--- config.mk ---
export PLATFORM = sky130hd
export DESIGN_NAME = bawc_top
export DESIGN_NICKNAME = d
export VERILOG_FILES = /design/src/bawc_pkg.sv /design/src/bawc_top.sv /design/src/bawc_int_latch.sv
export SDC_FILE = /design/constraint.sdc
export NUM_CORES = 1
export LEC_CHECK = 0
export ABC_AREA = 1
export BUFFER_PORTS_ARGS = -buffer_cell sky130_fd_sc_hd__buf_4
export CORE_MARGIN = 2
export CORE_UTILIZATION = 40
export DETAILED_ROUTE_END_ITERATION = 6
export MAX_ROUTING_LAYER = met4
export PLACE_DENSITY_LB_ADDON = 0.05
export SYNTH_ARGS = -nofsm -noshare
export SYNTH_HDL_FRONTEND = slang
export SYNTH_SLANG_ARGS = --single-unit
--- constraint.sdc ---
create_clock -name pclk -period 1.5 [get_ports pclk]
set_input_delay 0.15 -clock pclk [delete_from_list [all_inputs] [get_ports pclk]]
set_output_delay 0.15 -clock pclk [all_outputs]
set_load 0.01 [all_outputs]
--- src/bawc_pkg.sv ---
// Package for the break and wait control block: register map, field positions,
// reset values, state and carrier types. Assumes an APB slave with 32-bit data.
package bawc_pkg;

  localparam logic [11:0] BAWC_FLAG_CTRL_OFS  = 12'h000;
  localparam logic [11:0] BAWC_STATUS_OFS     = 12'h004;
  localparam logic [11:0] BAWC_OPTION_OFS     = 12'h008;

  localparam int BAWC_BCE_BIT   = 7;
  localparam int BAWC_BDW_BIT   = 1;
  localparam int BAWC_WDD_BIT   = 0;

  localparam logic BAWC_BCE_RST = 1'b0;
  localparam logic BAWC_WDD_RST = 1'b0;

  localparam int          BAWC_NSRC     = 8;
  localparam logic [4:0]  BAWC_VEC_NONE = 5'h00;
  localparam logic [4:0]  BAWC_VEC_TRAP = 5'h1e;
  localparam logic [4:0]  BAWC_VEC_RST  = 5'h1f;
  localparam int          BAWC_STACK_DLY = 1;

  typedef enum logic [1:0] {
    BAWC_RUN,
    BAWC_WAIT,
    BAWC_STOP,
    BAWC_WAKE
  } bawc_state_t;

  // Request from the CPU side
  typedef struct packed {
    logic       wait_exec;
    logic       stop_exec;
    logic       int_mask;
    logic       serviced;
    logic       fetch_req;
  } bawc_cpu_req_t;

  // Commands back to the CPU
  typedef struct packed {
    logic       cpu_clk_en;
    logic       clr_mask;
    logic       stack_go;
    logic       vec_valid;
    logic [4:0] vec_sel;
  } bawc_cpu_ctl_t;

endpackage

--- src/bawc_top.sv ---
// Break and wait control: reset priority, break vector forcing, flag protection
// in break, wait/stop entry and wake. Assumes one clock and an APB master.
//
// The APB slave port and the address map were chosen for this implementation.
`timescale 1ns/10ps
module bawc_top
(
  input  wire logic                           pclk,
  input  wire logic                           presetn,
  input  wire logic                           psel,
  input  wire logic                           penable,
  input  wire logic                           pwrite,
  input  wire logic [11:0]                    paddr,
  input  wire logic [31:0]                    pwdata,
  output logic [31:0]                         prdata,
  output logic                                pready,
  output logic                                pslverr,
  input  wire logic [3:0]                     rst_src,
  input  wire logic                           brk_req,
  input  wire logic [bawc_pkg::BAWC_NSRC-1:0] irq,
  input  wire bawc_pkg::bawc_cpu_req_t        cpu_req,
  input  wire logic                           flag_clr_req,
  input  wire logic                           step1_seen,
  output bawc_pkg::bawc_cpu_ctl_t             cpu_ctl,
  output logic                                sys_rst_out,
  output logic                                break_mode,
  output logic                                flag_clr_ok,
  output logic                                step1_keep,
  output logic                                periph_clk_en,
  output logic                                watchdog_run
);

  bawc_pkg::bawc_state_t state_reg;
  bawc_pkg::bawc_state_t state_next;

  logic       break_clear_enable;
  logic       break_during_wait_flag;
  logic       watchdog_disable_option;
  logic       any_rst;
  logic       apb_wr;
  logic       apb_rd;
  logic       held;
  logic [4:0] held_vec;
  logic       wake_irq;
  logic       brk_pend_reg;
  logic [31:0] rdata_next;
  logic       addr_ok;

  // Every reset source is OR-ed: equal rank, nothing to arbitrate
  assign any_rst = |rst_src;
  assign apb_wr  = psel && penable && pwrite;
  assign apb_rd  = psel && penable && !pwrite;
  assign addr_ok = (paddr == bawc_pkg::BAWC_FLAG_CTRL_OFS) ||
                   (paddr == bawc_pkg::BAWC_STATUS_OFS) ||
                   (paddr == bawc_pkg::BAWC_OPTION_OFS);
  assign wake_irq = |irq;

  bawc_int_latch u_latch
  (
    .pclk     (pclk),
    .presetn  (presetn),
    .sys_rst  (any_rst),
    .irq      (irq),
    .take     (cpu_req.fetch_req && !cpu_req.int_mask && state_reg == bawc_pkg::BAWC_RUN),
    .serviced (cpu_req.serviced),
    .mask_clr (cpu_ctl.clr_mask),
    .held     (held),
    .held_vec (held_vec)
  );

  // Low-power state machine
  always_comb
  begin
    state_next = state_reg;
    case (state_reg)
      bawc_pkg::BAWC_RUN:
      begin
        if (cpu_req.wait_exec)
          state_next = bawc_pkg::BAWC_WAIT;
        else if (cpu_req.stop_exec)
          state_next = bawc_pkg::BAWC_STOP;
      end
      bawc_pkg::BAWC_WAIT:
      begin
        // Break and interrupts both end wait; reset is handled above all
        if (brk_req || wake_irq)
          state_next = bawc_pkg::BAWC_WAKE;
      end
      bawc_pkg::BAWC_STOP:
      begin
        if (brk_req || wake_irq)
          state_next = bawc_pkg::BAWC_WAKE;
      end
      bawc_pkg::BAWC_WAKE:
        state_next = bawc_pkg::BAWC_RUN;
      default:
        state_next = bawc_pkg::BAWC_RUN;
    endcase
  end

  always_ff @(posedge pclk or negedge presetn)
  begin
    if (!presetn)
      state_reg <= bawc_pkg::BAWC_RUN;
    else if (any_rst)
      state_reg <= bawc_pkg::BAWC_RUN;
    else
      state_reg <= state_next;
  end

  // CPU control outputs, all registered
  always_ff @(posedge pclk or negedge presetn)
  begin
    if (!presetn)
    begin
      cpu_ctl <= '0;
    end
    else if (any_rst)
    begin
      cpu_ctl            <= '0;
      cpu_ctl.vec_valid  <= 1'b1;
      cpu_ctl.vec_sel    <= bawc_pkg::BAWC_VEC_RST;
    end
    else
    begin
      // Clock gate: off in wait/stop, back on in the wake cycle ahead of stacking
      cpu_ctl.cpu_clk_en <= (state_next == bawc_pkg::BAWC_RUN) || (state_next == bawc_pkg::BAWC_WAKE);
      cpu_ctl.clr_mask   <= (state_reg == bawc_pkg::BAWC_RUN) &&
                            (cpu_req.wait_exec || cpu_req.stop_exec);
      // Stacking follows the wake cycle, one cycle after the wait instruction's end
      cpu_ctl.stack_go   <= (state_reg == bawc_pkg::BAWC_WAKE);
      if (brk_req || brk_pend_reg)
      begin
        cpu_ctl.vec_valid <= 1'b1;
        cpu_ctl.vec_sel   <= bawc_pkg::BAWC_VEC_TRAP;
      end
      else if (held)
      begin
        cpu_ctl.vec_valid <= 1'b1;
        cpu_ctl.vec_sel   <= held_vec;
      end
      else
      begin
        cpu_ctl.vec_valid <= 1'b0;
        cpu_ctl.vec_sel   <= bawc_pkg::BAWC_VEC_NONE;
      end
    end
  end

  // Break mode tracking: trap pending until the CPU's next vector fetch, break mode held until serviced
  always_ff @(posedge pclk or negedge presetn)
  begin
    if (!presetn)
    begin
      brk_pend_reg <= 1'b0;
      break_mode   <= 1'b0;
    end
    else if (any_rst)
    begin
      brk_pend_reg <= 1'b0;
      break_mode   <= 1'b0;
    end
    else
    begin
      if (brk_req)
        brk_pend_reg <= 1'b1;
      else if (cpu_req.fetch_req)
        brk_pend_reg <= 1'b0;
      if (brk_req)
        break_mode <= 1'b1;
      else if (cpu_req.serviced)
        break_mode <= 1'b0;
    end
  end

  // Flag protection toward peripherals; the block never restores a cleared flag
  always_ff @(posedge pclk or negedge presetn)
  begin
    if (!presetn)
    begin
      flag_clr_ok <= 1'b0;
      step1_keep  <= 1'b0;
    end
    else
    begin
      // Clear allowed outside break, or in break with the enable set
      flag_clr_ok <= flag_clr_req && (!break_mode || break_clear_enable);
      // First step seen during break with the enable clear is kept so the post-break second step clears
      step1_keep  <= step1_seen && break_mode && !break_clear_enable;
    end
  end

  // Peripheral clocks keep running except in stop; watchdog per option
  always_ff @(posedge pclk or negedge presetn)
  begin
    if (!presetn)
    begin
      periph_clk_en <= 1'b1;
      watchdog_run  <= 1'b0;
      sys_rst_out   <= 1'b1;
    end
    else
    begin
      // Reset forces RUN, so clocks must not stay gated for a cycle after it
      periph_clk_en <= any_rst || (state_next != bawc_pkg::BAWC_STOP);
      watchdog_run  <= !watchdog_disable_option && (any_rst || (state_next != bawc_pkg::BAWC_STOP));
      sys_rst_out   <= any_rst;
    end
  end

  // Software registers; a break ending wait sets the sticky flag, set beats clear
  always_ff @(posedge pclk or negedge presetn)
  begin
    if (!presetn)
    begin
      break_clear_enable      <= bawc_pkg::BAWC_BCE_RST;
      watchdog_disable_option <= bawc_pkg::BAWC_WDD_RST;
      break_during_wait_flag  <= 1'b0;
    end
    else
    begin
      if (apb_wr && paddr == bawc_pkg::BAWC_FLAG_CTRL_OFS)
        break_clear_enable <= pwdata[bawc_pkg::BAWC_BCE_BIT];
      if (apb_wr && paddr == bawc_pkg::BAWC_OPTION_OFS)
        watchdog_disable_option <= pwdata[bawc_pkg::BAWC_WDD_BIT];
      if (state_reg == bawc_pkg::BAWC_WAIT && brk_req)
        break_during_wait_flag <= 1'b1;
      else if (apb_wr && paddr == bawc_pkg::BAWC_STATUS_OFS && !pwdata[bawc_pkg::BAWC_BDW_BIT])
        break_during_wait_flag <= 1'b0;
    end
  end

  always_comb
  begin
    rdata_next = 32'h0000_0000;
    case (paddr)
      bawc_pkg::BAWC_FLAG_CTRL_OFS: rdata_next[bawc_pkg::BAWC_BCE_BIT] = break_clear_enable;
      bawc_pkg::BAWC_STATUS_OFS:    rdata_next[bawc_pkg::BAWC_BDW_BIT] = break_during_wait_flag;
      bawc_pkg::BAWC_OPTION_OFS:    rdata_next[bawc_pkg::BAWC_WDD_BIT] = watchdog_disable_option;
      default:                      rdata_next = 32'h0000_0000;
    endcase
  end

  // Zero-wait APB: pready registered high in the access cycle
  always_ff @(posedge pclk or negedge presetn)
  begin
    if (!presetn)
    begin
      pready  <= 1'b0;
      pslverr <= 1'b0;
      prdata  <= 32'h0000_0000;
    end
    else
    begin
      pready  <= psel && !penable;
      pslverr <= psel && !penable && !addr_ok;
      if (psel && !penable && !pwrite)
        prdata <= rdata_next;
      else if (apb_rd)
        prdata <= prdata;
      else
        prdata <= 32'h0000_0000;
    end
  end

endmodule

--- src/bawc_int_latch.sv ---
// Interrupt latch and fixed-priority pick for the break and wait control block.
// Assumes source requests already gated by their enable bits.
`timescale 1ns/10ps
module bawc_int_latch
(
  input  wire logic                           pclk,
  input  wire logic                           presetn,
  input  wire logic                           sys_rst,
  input  wire logic [bawc_pkg::BAWC_NSRC-1:0] irq,
  input  wire logic                           take,
  input  wire logic                           serviced,
  input  wire logic                           mask_clr,
  output logic                                held,
  output logic [4:0]                          held_vec
);

  logic [bawc_pkg::BAWC_NSRC-1:0] first_hot;
  logic [4:0]                     pick_vec;

  // Lowest index wins; one-hot isolate by generate so each source is one stage
  genvar g;
  generate
    for (g = 0; g < bawc_pkg::BAWC_NSRC; g++)
    begin : g_pick
      if (g == 0)
      begin : g_first
        assign first_hot[g] = irq[g];
      end
      else
      begin : g_rest
        assign first_hot[g] = irq[g] & ~|irq[g-1:0];
      end
    end
  endgenerate

  always_comb
  begin
    pick_vec = bawc_pkg::BAWC_VEC_NONE;
    for (int i = bawc_pkg::BAWC_NSRC - 1; i >= 0; i--)
    begin
      if (first_hot[i])
        pick_vec = 5'(i + 1);
    end
  end

  always_ff @(posedge pclk or negedge presetn)
  begin
    if (!presetn)
    begin
      held     <= 1'b0;
      held_vec <= bawc_pkg::BAWC_VEC_NONE;
    end
    else if (sys_rst)
    begin
      held     <= 1'b0;
      held_vec <= bawc_pkg::BAWC_VEC_NONE;
    end
    else if (held)
    begin
      // No later source displaces a held one regardless of its rank
      if (serviced || mask_clr)
        held <= 1'b0;
    end
    else if (take && |irq)
    begin
      held     <= 1'b1;
      held_vec <= pick_vec;
    end
  end

endmodule

==> impl_metrics.toml <==
[die]
die_area_mm2 = 0.00484
die_w_um = 69.6
io_pins = 118
die_h_um = 69.6
rows = 23
core_mm2 = 0.00406
start_util = 0.424

[layout]
final_common_cell = "buf_4"
final_cell_mix = "buf_4 (65), nand2_1 (35), nor2_1 (29), conb_1 (29), dfrtp_1 (29)"
largest_reg_flops = 9
nets = 348
drive_above_1_share = 0.331
fin_cells = 325
antenna_cells = 0
syn_to_final_growth_pct = 32.0
max_flop_register = "cpu_ctl"
largestRegisters = "cpu_ctl x9, u_latch.held_vec x4, prdata x3"

[sta]
slew_viol_final = 0
clock_skew_ps = 8.37
setup_viol = 0
fin_crit_ps = 1400
final-hold-violation-count = 0
fmaxAchievable_mhz = 716
finalCritPeriodShare = 0.931
setup_tns_ps = 0

[place]
dpl.hpwl_um = 2710
placed_cells = 313
portBuffers = 59
gp_congestion = 0.781

[synthesis]
synthMuxAreaShare = 0
avgSynthCellArea_um2 = 8.44
seq_area_frac_synth = 0.452
synthDistinctLibCells = 22
synth_top_area_frac = 0.422
yosysWarnings = 0
ys_ff_latch = 31
syn-cell-area_mm2 = 0.00172
synth_largest_area_cell = "dfrtp_1"
synth_compound_area_frac = 0.0734
synth_top_family_by_area = "simple AND/OR/NAND/NOR gates"
synth_simple_gate_area_frac = 0.251
synth.area.top_cells = "dfrtp_1 (42%), buf_4 (14%), nand2_1 (7.6%)"
synth_xor_area_frac = 0
synthAdderAreaFrac = 0.0363
syn_inst = 204

[power]
peakVddDrop_mv = 0.505
internal-power_mw = 1.51
power_density_mw_per_mm2 = 862
p_leak_nw = 1.19
p_sw_mw = 0.450
swShare = 0.230
seqPwrFrac = 0.441
p_comb_frac = 0.131
p_clk_frac = 0.428

[min_path]
hold_class = "in -> reg"

[worst_setup_path]
crit_family = "flip-flops"
critical_path_arrival_ps = 1570
crit_required_ps = 1670
cp.buffers_inverters = 3
end_kind = "register"
critPathKind = "reg -> reg"
crit_path_max_incr_delay_ps = 390
path_cells = "inv_2 > ha_1 > inv_2 > nor2_1 > o21ai_0 > nand2_1 > ha_1 > inv_1 > nor2_1"
critPathMaxFanout = 4
cp_slowest_cell = "dfrtp_1"
startpoint_type = "register"

[outcome]
status = "completed"

[detailed_routing]
dr.pass1.iters = 4
ant_nets = 0
drtIter0Drc = 61
wl_per_cell_um = 10.5
viasPerCell = 4.35
drc_errors = 0
vias = 1413
wl_um = 3420

[cts]
clockRootBuffer = "clkbuf_8"
cts_max_path_buffers = 2
cts-buffers-inserted = 5
clkTransAtPathRegs_ps = 70
cts_tree = "built"
cts_sinks = 31
insertion_delay_ps = 280
h-tree-depth = 2

[global_routing]
antenna_found_initial = 0
grt_pass1_vias = 1262
overflow = 0
grtUsageTotal = 0.153
grt_pass1_wl_um = 5750
grt_max_degree = 32

[job]
cap_violations = 0
## synthesized netlist by cell type
cell type	n
a21oi_1	6
buf_4	31
conb_1	1
dfrtp_1	29
dfstp_2	2
ha_1	5
inv_1	23
nand2_1	35
nand2_2	3
nand3_1	10
nand4_1	2
nor2_1	29
nor2_2	3
nor2_4	3
nor2_8	1
nor3_1	5
nor3b_2	1
o21a_1	4
o21ai_0	4
o21ai_1	4
o21ai_2	2
o41ai_1	1
## layout make-up
cell class | instances | area [µm²]
fillers | 385 | 1790
flip-flops and latches | 31 | 778
multi-input cells | 147 | 729
repair buffers | 66 | 498
inverters | 23 | 86.3
clock buffers | 6 | 82.6
well taps | 50 | 62.6
clock inverters | 2 | 35.0
## path summary, 6_finish.rpt
check	slack, ps	startpoint	depth (start not counted)	to
min in group asynchronous	330	presetn	2	brk_pend_reg
worst max-delay path	100	state_reg[0]	9	cpu_ctl[8]
worst max register to register	100	state_reg[0]	9	cpu_ctl[8]
worst min-delay path	40	penable	2	pready
max in group asynchronous	860	presetn	2	periph_clk_en
worst min register to register	480	u_latch.held_vec[1]	2	u_latch.held_vec[1]
## through the flow
| stage | power (mW) | hold WS (ps) | util | setup WS [ps] | area, µm² |
|---|---|---|---|---|---|
| after floorplan | 1.05 | -146 | - | 131 | 1830 |
| after global placement | 1.13 | 105 | 0.523 | 60.0 | 2120 |
| after detailed placement | 1.13 | 106 | 0.523 | 48.0 | 2120 |
| after CTS | 1.98 | 28.6 | 0.554 | 34.4 | 2250 |
| after global routing | 2.06 | 29.1 | 0.560 | -11.5 | 2270 |
| final | 1.96 | 36.1 | 0.560 | 103 | 2270 |
## timing repair
action,in CTS,in global routing
hold endpoints to repair,29,0
hold buffers,1,0
endpoints found under the setup margin,0,2
setup buffers,0,3
resized for setup,0,4
## power by group through the flow
stage	clock network, mW	logic, mW	registers, mW
after global routing	0.902	0.292	0.866
after global placement	0	0.253	0.879
final	0.838	0.257	0.864
after floorplan	0	0.166	0.884
after CTS	0.863	0.257	0.864
after detailed placement	0	0.255	0.880
## logic make-up (layout without fill, tap and decap cells)
| kind of cell | Yosys count | in the layout |
|---|---|---|
| simple gates | 92 | 92 |
| buf+inv | 54 | 97 |
| flops | 31 | 31 |
| compound gates | 21 | 21 |
| fa+ha+maj | 5 | 5 |
| other cells | 1 | 29 |
## routing by layer
layer / GRT usage / share of wire / wire length [µm] / vias to the layer above
li1: - / - / - / 719
met1: 0.192 / 0.44 / 1520 / 631
met2: 0.232 / 0.47 / 1600 / 58
met3: 0.0465 / 0.080 / 274 / 5
met4: 0.0588 / 0.011 / 37 / 0
met5: - / 0 / 0 / -
(Power assumes the default switching activity.)
